===== config.mk =====
export PLATFORM = sky130hd
export DESIGN_NAME = charger_control_status_regs
export DESIGN_NICKNAME = d
export VERILOG_FILES = /design/src/hw/charger_control_status_regs.v /design/src/hw/dog_timer.v /design/src/hw/sysv_decode.v
export VERILOG_INCLUDE_DIRS = /design/src /design/src/hw
export SDC_FILE = /design/constraint.sdc
export NUM_CORES = 1
export LEC_CHECK = 0
export ABC_AREA = 1
export BUFFER_PORTS_ARGS = -buffer_cell sky130_fd_sc_hd__buf_4
export CAP_MARGIN = 30
export CELL_PAD_IN_SITES_DETAIL_PLACEMENT = 1
export CELL_PAD_IN_SITES_GLOBAL_PLACEMENT = 2
export CORE_UTILIZATION = 32
export DETAILED_ROUTE_END_ITERATION = 12
export PLACE_DENSITY = 0.85
export SLEW_MARGIN = 20
export SYNTH_ARGS = -nofsm -noshare
export SYNTH_HDL_FRONTEND = slang
export SYNTH_SLANG_ARGS = --single-unit

===== constraint.sdc =====
create_clock -name ref_clk -period 3.1 [get_ports ref_clk]
set_input_delay 0.465 -clock ref_clk [delete_from_list [all_inputs] [get_ports ref_clk]]
set_output_delay 0.465 -clock ref_clk [all_outputs]
set_load 0.03 [all_outputs]

===== src/hw/charger_regs_consts.vh =====
`ifndef CHARGER_REGS_CONSTS_VH
`define CHARGER_REGS_CONSTS_VH
// register offsets on the serial register port
`define OFS_FET_MASK 8'h06
`define OFS_POWER_CTRL 8'h07
`define OFS_OP_STATUS 8'h08
`define OFS_OP_FAULTS 8'h09
// fet_and_irq_mask_ctrl fields
`define BIT_DOG_RESTART 7
`define BIT_TIMER_DOUBLE 6
`define BIT_SWITCH_OFF 5
`define BIT_PG_MASK 4
`define BIT_EOC_MASK 3
`define BIT_PHASE_MASK 2
`define BIT_THERM_MASK 1
`define BIT_BOVP_MASK 0
`define RST_FET_MASK 8'h40
// power_mode_thermal_sysv_ctrl fields
`define BIT_LOW_POWER 7
`define BIT_INPUT_LOOP 6
`define POS_JUNCTION 4
`define POS_SYSV 0
`define RST_POWER_CTRL 8'h39
// status and fault fields
`define BIT_DOG_FAULT 7
`define POS_PHASE 3
`define BIT_REG_RESET 7
// watchdog limit codes and times
`define DOG_OFF 2'h0
`define DOG_40S 2'h1
`define DOG_80S 2'h2
`define DOG_160S 2'h3
`define DOG_BASE_S 40
`define CLK_HZ 20000000
// system voltage: base and step in millivolts
`define SYSV_BASE_MV 16'h1068
`define SYSV_STEP_MV 16'h0032
`endif


===== src/hw/charger_control_status_regs.v =====
`include "charger_regs_consts.vh"
module charger_control_status_regs #(
  parameter [31:0] TICKS_PER_SEC = `CLK_HZ
)(
  input wire ref_clk,
  input wire resetn,
  input wire reg_wr,
  input wire reg_rd,
  input wire [7:0] reg_addr,
  input wire [7:0] reg_wdata,
  output reg [7:0] reg_rdata,
  input wire [1:0] dog_limit_sel,
  input wire [2:0] charge_phase,
  input wire power_path_active,
  input wire input_power_good,
  input wire thermal_regulating,
  input wire input_fault_flag,
  input wire overheat_shutdown_flag,
  input wire battery_overvolt_flag,
  input wire safety_timeout_flag,
  input wire [2:0] thermistor_fault_code,
  input wire pg_irq_src,
  input wire eoc_irq_src,
  input wire phase_irq_src,
  input wire therm_irq_src,
  input wire bovp_irq_src,
  output wire pg_irq,
  output wire eoc_irq,
  output wire phase_irq,
  output wire therm_irq,
  output wire bovp_irq,
  output wire battery_switch_on,
  output wire safety_timer_double_en,
  output wire low_power_enable,
  output wire input_loop_disable,
  output wire [1:0] junction_limit_sel,
  output wire [3:0] system_voltage_code,
  output wire [15:0] system_voltage_mv,
  output wire register_reset_req,
  output wire dog_expiry_event
);
  // status inputs come from analog comparators, so synchronise them
  reg [19:0] stat_s1_q; // first stage, read by second stage only
  reg [19:0] stat_s2_q; // second stage, safe to use
  always @(posedge ref_clk)
  begin
    if (!resetn)
    begin
      stat_s1_q <= 20'h00000;
      stat_s2_q <= 20'h00000;
    end
    else
    begin
      stat_s1_q <= {charge_phase, power_path_active, input_power_good,
                    thermal_regulating, input_fault_flag, overheat_shutdown_flag,
                    battery_overvolt_flag, safety_timeout_flag,
                    thermistor_fault_code, pg_irq_src, eoc_irq_src,
                    phase_irq_src, therm_irq_src, bovp_irq_src,
                    dog_limit_sel};
      stat_s2_q <= stat_s1_q;
    end
  end

  // named views of the synchronised inputs
  wire [2:0] phase_s = stat_s2_q[19:17];
  wire ppm_s = stat_s2_q[16];
  wire pg_s = stat_s2_q[15];
  wire therm_reg_s = stat_s2_q[14];
  wire input_fault_flag_s = stat_s2_q[13];
  wire hot_sd_s = stat_s2_q[12];
  wire bovp_s = stat_s2_q[11];
  wire stmr_s = stat_s2_q[10];
  wire [2:0] ntc_s = stat_s2_q[9:7];
  wire [4:0] irq_src_s = stat_s2_q[6:2];
  wire [1:0] dog_sel_s = stat_s2_q[1:0];

  // writable registers
  reg [7:0] fet_mask_q; // fet_and_irq_mask_ctrl
  reg [7:0] pwr_ctrl_q; // power_mode_thermal_sysv_ctrl
  reg reg_reset_q; // register reset request bit
  reg dog_fault_q; // sticky watchdog expiry flag
  wire dog_expired; // one-cycle expiry pulse
  wire wr_fet = reg_wr && (reg_addr == `OFS_FET_MASK);
  wire wr_pwr = reg_wr && (reg_addr == `OFS_POWER_CTRL);
  wire wr_flt = reg_wr && (reg_addr == `OFS_OP_FAULTS);
  wire dog_restart = wr_fet && reg_wdata[`BIT_DOG_RESTART];
  // a register reset restores every writable field, one cycle after the request
  wire soft_reset = reg_reset_q;

  // fet/mask register: watchdog expiry resets all but the switch bit
  always @(posedge ref_clk)
  begin
    if (!resetn || soft_reset)
      fet_mask_q <= `RST_FET_MASK;
    else if (dog_expired)
      fet_mask_q <= {`RST_FET_MASK & 8'hDF} | {2'b00, fet_mask_q[5], 5'h00};
    else if (wr_fet)
      fet_mask_q <= {1'b0, reg_wdata[6:0]};
    else
      fet_mask_q[`BIT_DOG_RESTART] <= 1'b0;
  end

  // power control: expiry resets only the input loop and junction fields
  always @(posedge ref_clk)
  begin
    if (!resetn || soft_reset)
      pwr_ctrl_q <= `RST_POWER_CTRL;
    else if (dog_expired)
      // low-power and system voltage survive expiry so the load is not disturbed
      pwr_ctrl_q <= (pwr_ctrl_q & 8'h8F) | (`RST_POWER_CTRL & 8'h70);
    else if (wr_pwr)
      pwr_ctrl_q <= reg_wdata;
  end

  // register reset bit: host sets it, a register reset clears it, expiry does not
  always @(posedge ref_clk)
  begin
    if (!resetn || soft_reset)
      reg_reset_q <= 1'b0;
    else if (wr_flt)
      reg_reset_q <= reg_wdata[`BIT_REG_RESET];
  end

  // sticky expiry flag; set wins over the restart that clears it
  always @(posedge ref_clk)
  begin
    if (!resetn)
      dog_fault_q <= 1'b0;
    else if (dog_expired)
      dog_fault_q <= 1'b1;
    else if (dog_restart)
      dog_fault_q <= 1'b0;
  end

  dog_timer #(
    .TICKS_PER_SEC(TICKS_PER_SEC)
  ) u_dog (
    .ref_clk(ref_clk),
    .resetn(resetn),
    .limit_sel(dog_sel_s),
    .restart(dog_restart),
    .expired(dog_expired)
  );

  sysv_decode u_sysv (
    .code(pwr_ctrl_q[3:0]),
    .millivolts(system_voltage_mv)
  );

  // masked interrupt outputs: a mask bit of 1 blocks the source
  assign pg_irq = irq_src_s[4] & ~fet_mask_q[`BIT_PG_MASK];
  assign eoc_irq = irq_src_s[3] & ~fet_mask_q[`BIT_EOC_MASK];
  assign phase_irq = irq_src_s[2] & ~fet_mask_q[`BIT_PHASE_MASK];
  assign therm_irq = irq_src_s[1] & ~fet_mask_q[`BIT_THERM_MASK];
  assign bovp_irq = irq_src_s[0] & ~fet_mask_q[`BIT_BOVP_MASK];
  // control outputs
  assign battery_switch_on = ~fet_mask_q[`BIT_SWITCH_OFF];
  assign safety_timer_double_en = fet_mask_q[`BIT_TIMER_DOUBLE];
  assign low_power_enable = pwr_ctrl_q[`BIT_LOW_POWER];
  assign input_loop_disable = pwr_ctrl_q[`BIT_INPUT_LOOP];
  assign junction_limit_sel = pwr_ctrl_q[`POS_JUNCTION+1:`POS_JUNCTION];
  assign system_voltage_code = pwr_ctrl_q[`POS_SYSV+3:`POS_SYSV];
  assign register_reset_req = reg_reset_q;
  assign dog_expiry_event = dog_expired;

  // read data registered one cycle after the read strobe
  always @(posedge ref_clk)
  begin
    if (!resetn)
      reg_rdata <= 8'h00;
    else if (reg_rd)
    begin
      case (reg_addr)
        `OFS_FET_MASK: reg_rdata <= fet_mask_q;
        `OFS_POWER_CTRL: reg_rdata <= pwr_ctrl_q;
        `OFS_OP_STATUS: reg_rdata <= {dog_fault_q, 1'b0, phase_s, ppm_s, pg_s,
                                      therm_reg_s};
        `OFS_OP_FAULTS: reg_rdata <= {reg_reset_q, input_fault_flag_s, hot_sd_s, bovp_s,
                                      stmr_s, ntc_s};
        default: reg_rdata <= 8'h00;
      endcase
    end
  end
endmodule


===== src/hw/dog_timer.v =====
`include "charger_regs_consts.vh"
// serial watchdog: counts whole seconds, then seconds up to the limit
module dog_timer #(
  parameter [31:0] TICKS_PER_SEC = `CLK_HZ
)(
  input wire ref_clk,
  input wire resetn,
  input wire [1:0] limit_sel,
  input wire restart,
  output reg expired
);
  reg [31:0] tick_q; // cycles within the current second
  reg [7:0] sec_q; // elapsed seconds
  wire [7:0] limit_sec; // limit from the select code
  assign limit_sec = (limit_sel == `DOG_40S) ? 8'h28 :
                     (limit_sel == `DOG_80S) ? 8'h50 : 8'hA0;
  // a disabled timer holds at zero so re-enable starts a full period
  always @(posedge ref_clk)
  begin
    if (!resetn || restart || limit_sel == `DOG_OFF)
    begin
      tick_q <= 32'h0;
      sec_q <= 8'h0;
      expired <= 1'b0;
    end
    else if (sec_q >= limit_sec)
    begin
      expired <= 1'b1; // one pulse, then restart counting
      tick_q <= 32'h0;
      sec_q <= 8'h0;
    end
    else
    begin
      expired <= 1'b0;
      if (tick_q == TICKS_PER_SEC - 32'h1)
      begin
        tick_q <= 32'h0;
        sec_q <= sec_q + 8'h1;
      end
      else
        tick_q <= tick_q + 32'h1;
    end
  end
endmodule


===== src/hw/sysv_decode.v =====
`include "charger_regs_consts.vh"
// system voltage target in millivolts from the four-bit code
module sysv_decode (
  input wire [3:0] code,
  output wire [15:0] millivolts
);
  // binary weighted steps of 50 mV above the 4.2 V base
  assign millivolts = `SYSV_BASE_MV + `SYSV_STEP_MV * {12'h000, code};
endmodule


==> summary by stage <==
Status
The flow ran to the end, and the final reports show no timing, DRC or antenna violations.

Floorplanning
In this run the vertical extent of the chip is 130.1 um. The count of standard-cell rows is 46. The effective utilization at floorplan is 32.93%. In this run the horizontal extent of the chip is 130.1 um.

The region available for standard cell placement spans 0.01594 mm^2. In this run the count of I/O pins placed on the die edge is 81. The die area is 0.01692 mm^2.

Global routing
The number of antenna violations at the first check in global routing is 0. Entering global routing, the biggest net connects 41 pins. The aggregate global-route resource usage is 16.94%. The first global-routing pass estimated 22.27 mm of wire. The number of global-route vias before repair is 4658. The total overflow reported by the global router is 0.

STA
Based on the critical path, the design can be clocked at up to 340.0 MHz. Setup violations remaining at the end of the flow were counted as 0. The worst path in the final design needs a cycle of 2.941 ns, including I/O delays and setup. The fraction of the cycle the final worst path needs is 94.88%. The slew at the pin with the worst max-slew slack is 0.5810 ns. Setup repair after global routing could not meet its margin everywhere. The final-report hold violation count is 0. Across the routed clock network, the largest skew measured is 0.01157 ns. The setup total negative slack is 0 ns. The number of slew-limit violations in the final report is 0. The headroom to the max-slew limit is 61.12%.

Critical path
The worst register-to-register path ends at u_dog.tick_q[25]. The delay of the slowest cell on the worst path is 0.51 ns. The slack of the worst reg-to-reg path is 0.95 ns.

The critical path launch point type is a flip-flop. The type of the setup path with the least slack is flip-flop to output port. The signal on the critical path passes through ha_1, ha_1, fa_1, nor3_2, nor2_1, nand2_1, xor2_1, buf_4. For the worst flop-to-flop path, the logic depth is 10. The highest fanout seen on the critical path is 6. The element type at the critical path end is an output port. The critical path required time is 2.63 ns.

The critical path data arrival time is 2.48 ns. In this design, the critical path's most frequently occurring cell is sky130_fd_sc_hd__ha_1. The slowest cell on the critical path is sky130_fd_sc_hd__fa_1. The worst register-to-register path begins at stat_s2_q[0].

Clock network
Post-CTS timing repair inserted 0 buffers for setup. At the later pin of the worst-skew pair, clock insertion delay measures 0.36 ns. TritonCTS created 9 clock buffers.

No sink is reached through more buffers than the 2 on the longest clock path. The tree is rooted in a sky130_fd_sc_hd__clkbuf_16. The H-tree depth is 3. After clock tree synthesis, the clock-pin slew on the worst setup and hold paths is 0.08 ns. CTS saw 106 sinks. The clock tree from TritonCTS is yes. The number of buffers inserted for hold repair after clock tree synthesis is 0.

Synth
The number of storage elements in the synthesis netlist is 106. Each instance of the synthesized netlist takes up on average 7.066 um^2. Sequential elements use 40.42% of the synthesized area. Synthesis produced 743 cells. The combined area of all synthesized cells is 0.005250 mm^2. The Yosys step of the flow raised 0 warnings. The number of unique standard cell types used by synthesis is 33.

Power
The final total power is 0.002648 W. For this design the ratio of total power to cell area is 422.1 mW/mm^2. Across the VDD grid, the largest voltage drop is 0.2718 mV. The reported leakage power is 3.002 nW.

Layout
Leaving out fill and tap cells, the most frequent cell in the layout is sky130_fd_sc_hd__nand2_1. The area growth from synthesis to layout is 19.49%. Cells with a size suffix above 1 make up 15.75% of the layout. Cells fill 39.35% of the core in the end. The number of nets in the finished design is 876. The antenna diode count is 0.

In the layout the commonest cells are sky130_fd_sc_hd__nand2_1 (199), sky130_fd_sc_hd__inv_1 (117), sky130_fd_sc_hd__dfxtp_1 (103). Counting the fill cells in the layout gives 2070.

Routing
For this block, the via count after detailed routing is 4667. The count of nets left with antenna violations once routing finished came out at 0. The number of detailed-routing iterations run before antenna repair is 4. The wire length per cell is 12.99 um. For this run, design rule violations remaining after detail routing come to 0. The detail-routed via count per cell is 4.509. The number of DRC markers after the initial detailed-route iteration is 125. The final wirelength is 13.45 mm.

Hold path
The number of stages on the worst hold path is 3. The worst hold path terminates at stat_s1_q[2]. The classification of the worst-slack hold path is input pin to flip-flop.

The worst hold path begins at bovp_irq_src.

Place
The post-detailed-placement half-perimeter wirelength is 10.59 mm. The weighted congestion reported at the end of routability-driven placement is 0.8079. In this run the tool buffered the top-level ports with 74 buffer cells.

Job
The number of max-cap violations is 0.
## what timing repair did
item	4_1_cts	5_1_grt
gates resized for setup	1	5
pin swaps	0	1
setup endpoints to repair	1	3
## how the worst max path moves through the flow
stage	startpoint	endpoint	slack (ns)	cells after the start
finish	pwr_ctrl_q[0]	system_voltage_mv[9]	0.16	8
global route	pwr_ctrl_q[1]	system_voltage_mv[9]	-0.01	9
CTS	pwr_ctrl_q[1]	system_voltage_mv[8]	0.003	8
detailed placement	pwr_ctrl_q[1]	system_voltage_mv[9]	0.36	8
global placement	pwr_ctrl_q[1]	system_voltage_mv[9]	0.46	8
floorplan	pwr_ctrl_q[2]	system_voltage_mv[9]	0.07	9
## metrics by stage
stage	setup slack [ns]	hold WS, ns	cells	area (um^2)
4_1_cts	0.003446	0.2766	1035	6255
3_5_place_dp	0.3554	0.4037	1019	5966
6_report	0.1586	0.2918	1035	6274
5_1_grt	-0.01249	0.2776	1035	6274
2_1_floorplan	0.07477	0.3905	747	5265
3_3_place_gp	0.4577	0.3951	1019	5966
## cell type report
| type | instances | area, um^2 | area share, % |
|---|---|---|---|
| well taps | 216 | 270.3 | 4.308 |
| clock buffers | 10 | 239.0 | 3.809 |
| multi-input cells | 503 | 2580 | 41.12 |
| inverters | 118 | 442.9 | 7.060 |
| repair buffers | 76 | 570.5 | 9.095 |
| clock inverters | 6 | 45.04 | 0.7180 |
| flip-flops and latches | 106 | 2126 | 33.89 |
## Yosys cell counts, drive strengths merged
cell type,instances,area share [%]
nand2,203,15
inv,118,8.4
nor2,111,9.4
dfxtp,106,40
nand3,57,5.7
xor2,22,3.7
a21oi,21,2.0
ha,21,5.0
o21ai,20,1.9
nor3,18,2.1
buf,15,2.3
xnor2,7,1.2
nand3b,6,0.86
clkbuf,5,0.38
nand4,5,0.60
conb,2,0.14
o21bai,2,0.29
and2,1,0.12
and3,1,0.14
fa,1,0.38
o211ai,1,0.14
## state kept, by name, indices dropped and copies added (netlist names)
register	count
fet_mask_q	7
u_dog.expired	1
dog_fault_q	1
reg_rdata	8
pwr_ctrl_q	8
register_reset_req	1
u_dog.tick_q	32
u_dog.sec_q	8
stat_s2_q	20
stat_s1_q	20
## kinds of logic after synthesis
group / share of synthesized area [%]
AOI/OAI and AO/OA: 4.337
xor gates and xnor gates: 4.838
adders and majority gates: 5.386
buffers and inverters: 11.15
DFF: 40.42
other: 0.1430
and+or+nand+nor: 33.72
## critical path: cells and delay by family (launching register included)
kind	cells	cell delay (ns)
xor gates and xnor gates	1	0.14
and+or+nand+nor	3	0.41
DFF	1	0.35
buffers and inverters	1	0.17
adders and majority gates	3	1.04
## report_power, final
part / switching (W) / internal [W] / total, W
Combinational: 0.0000937 / 0.0000599 / 0.000154
Sequential: 0.00000791 / 0.00139 / 0.00139
Clock: 0.000526 / 0.000574 / 0.00110
## per-layer routing
layer | vias up | routed length, um | track usage, %
met2 | 60 | 6821 | 30.57
met3 | 9 | 423 | 4.059
li1 | 2404 | - | -
met1 | 2194 | 6050 | 19.84
met4 | 0 | 150 | 4.788
met5 | - | 0 | 0
Power figures use the tool's default switching activity.
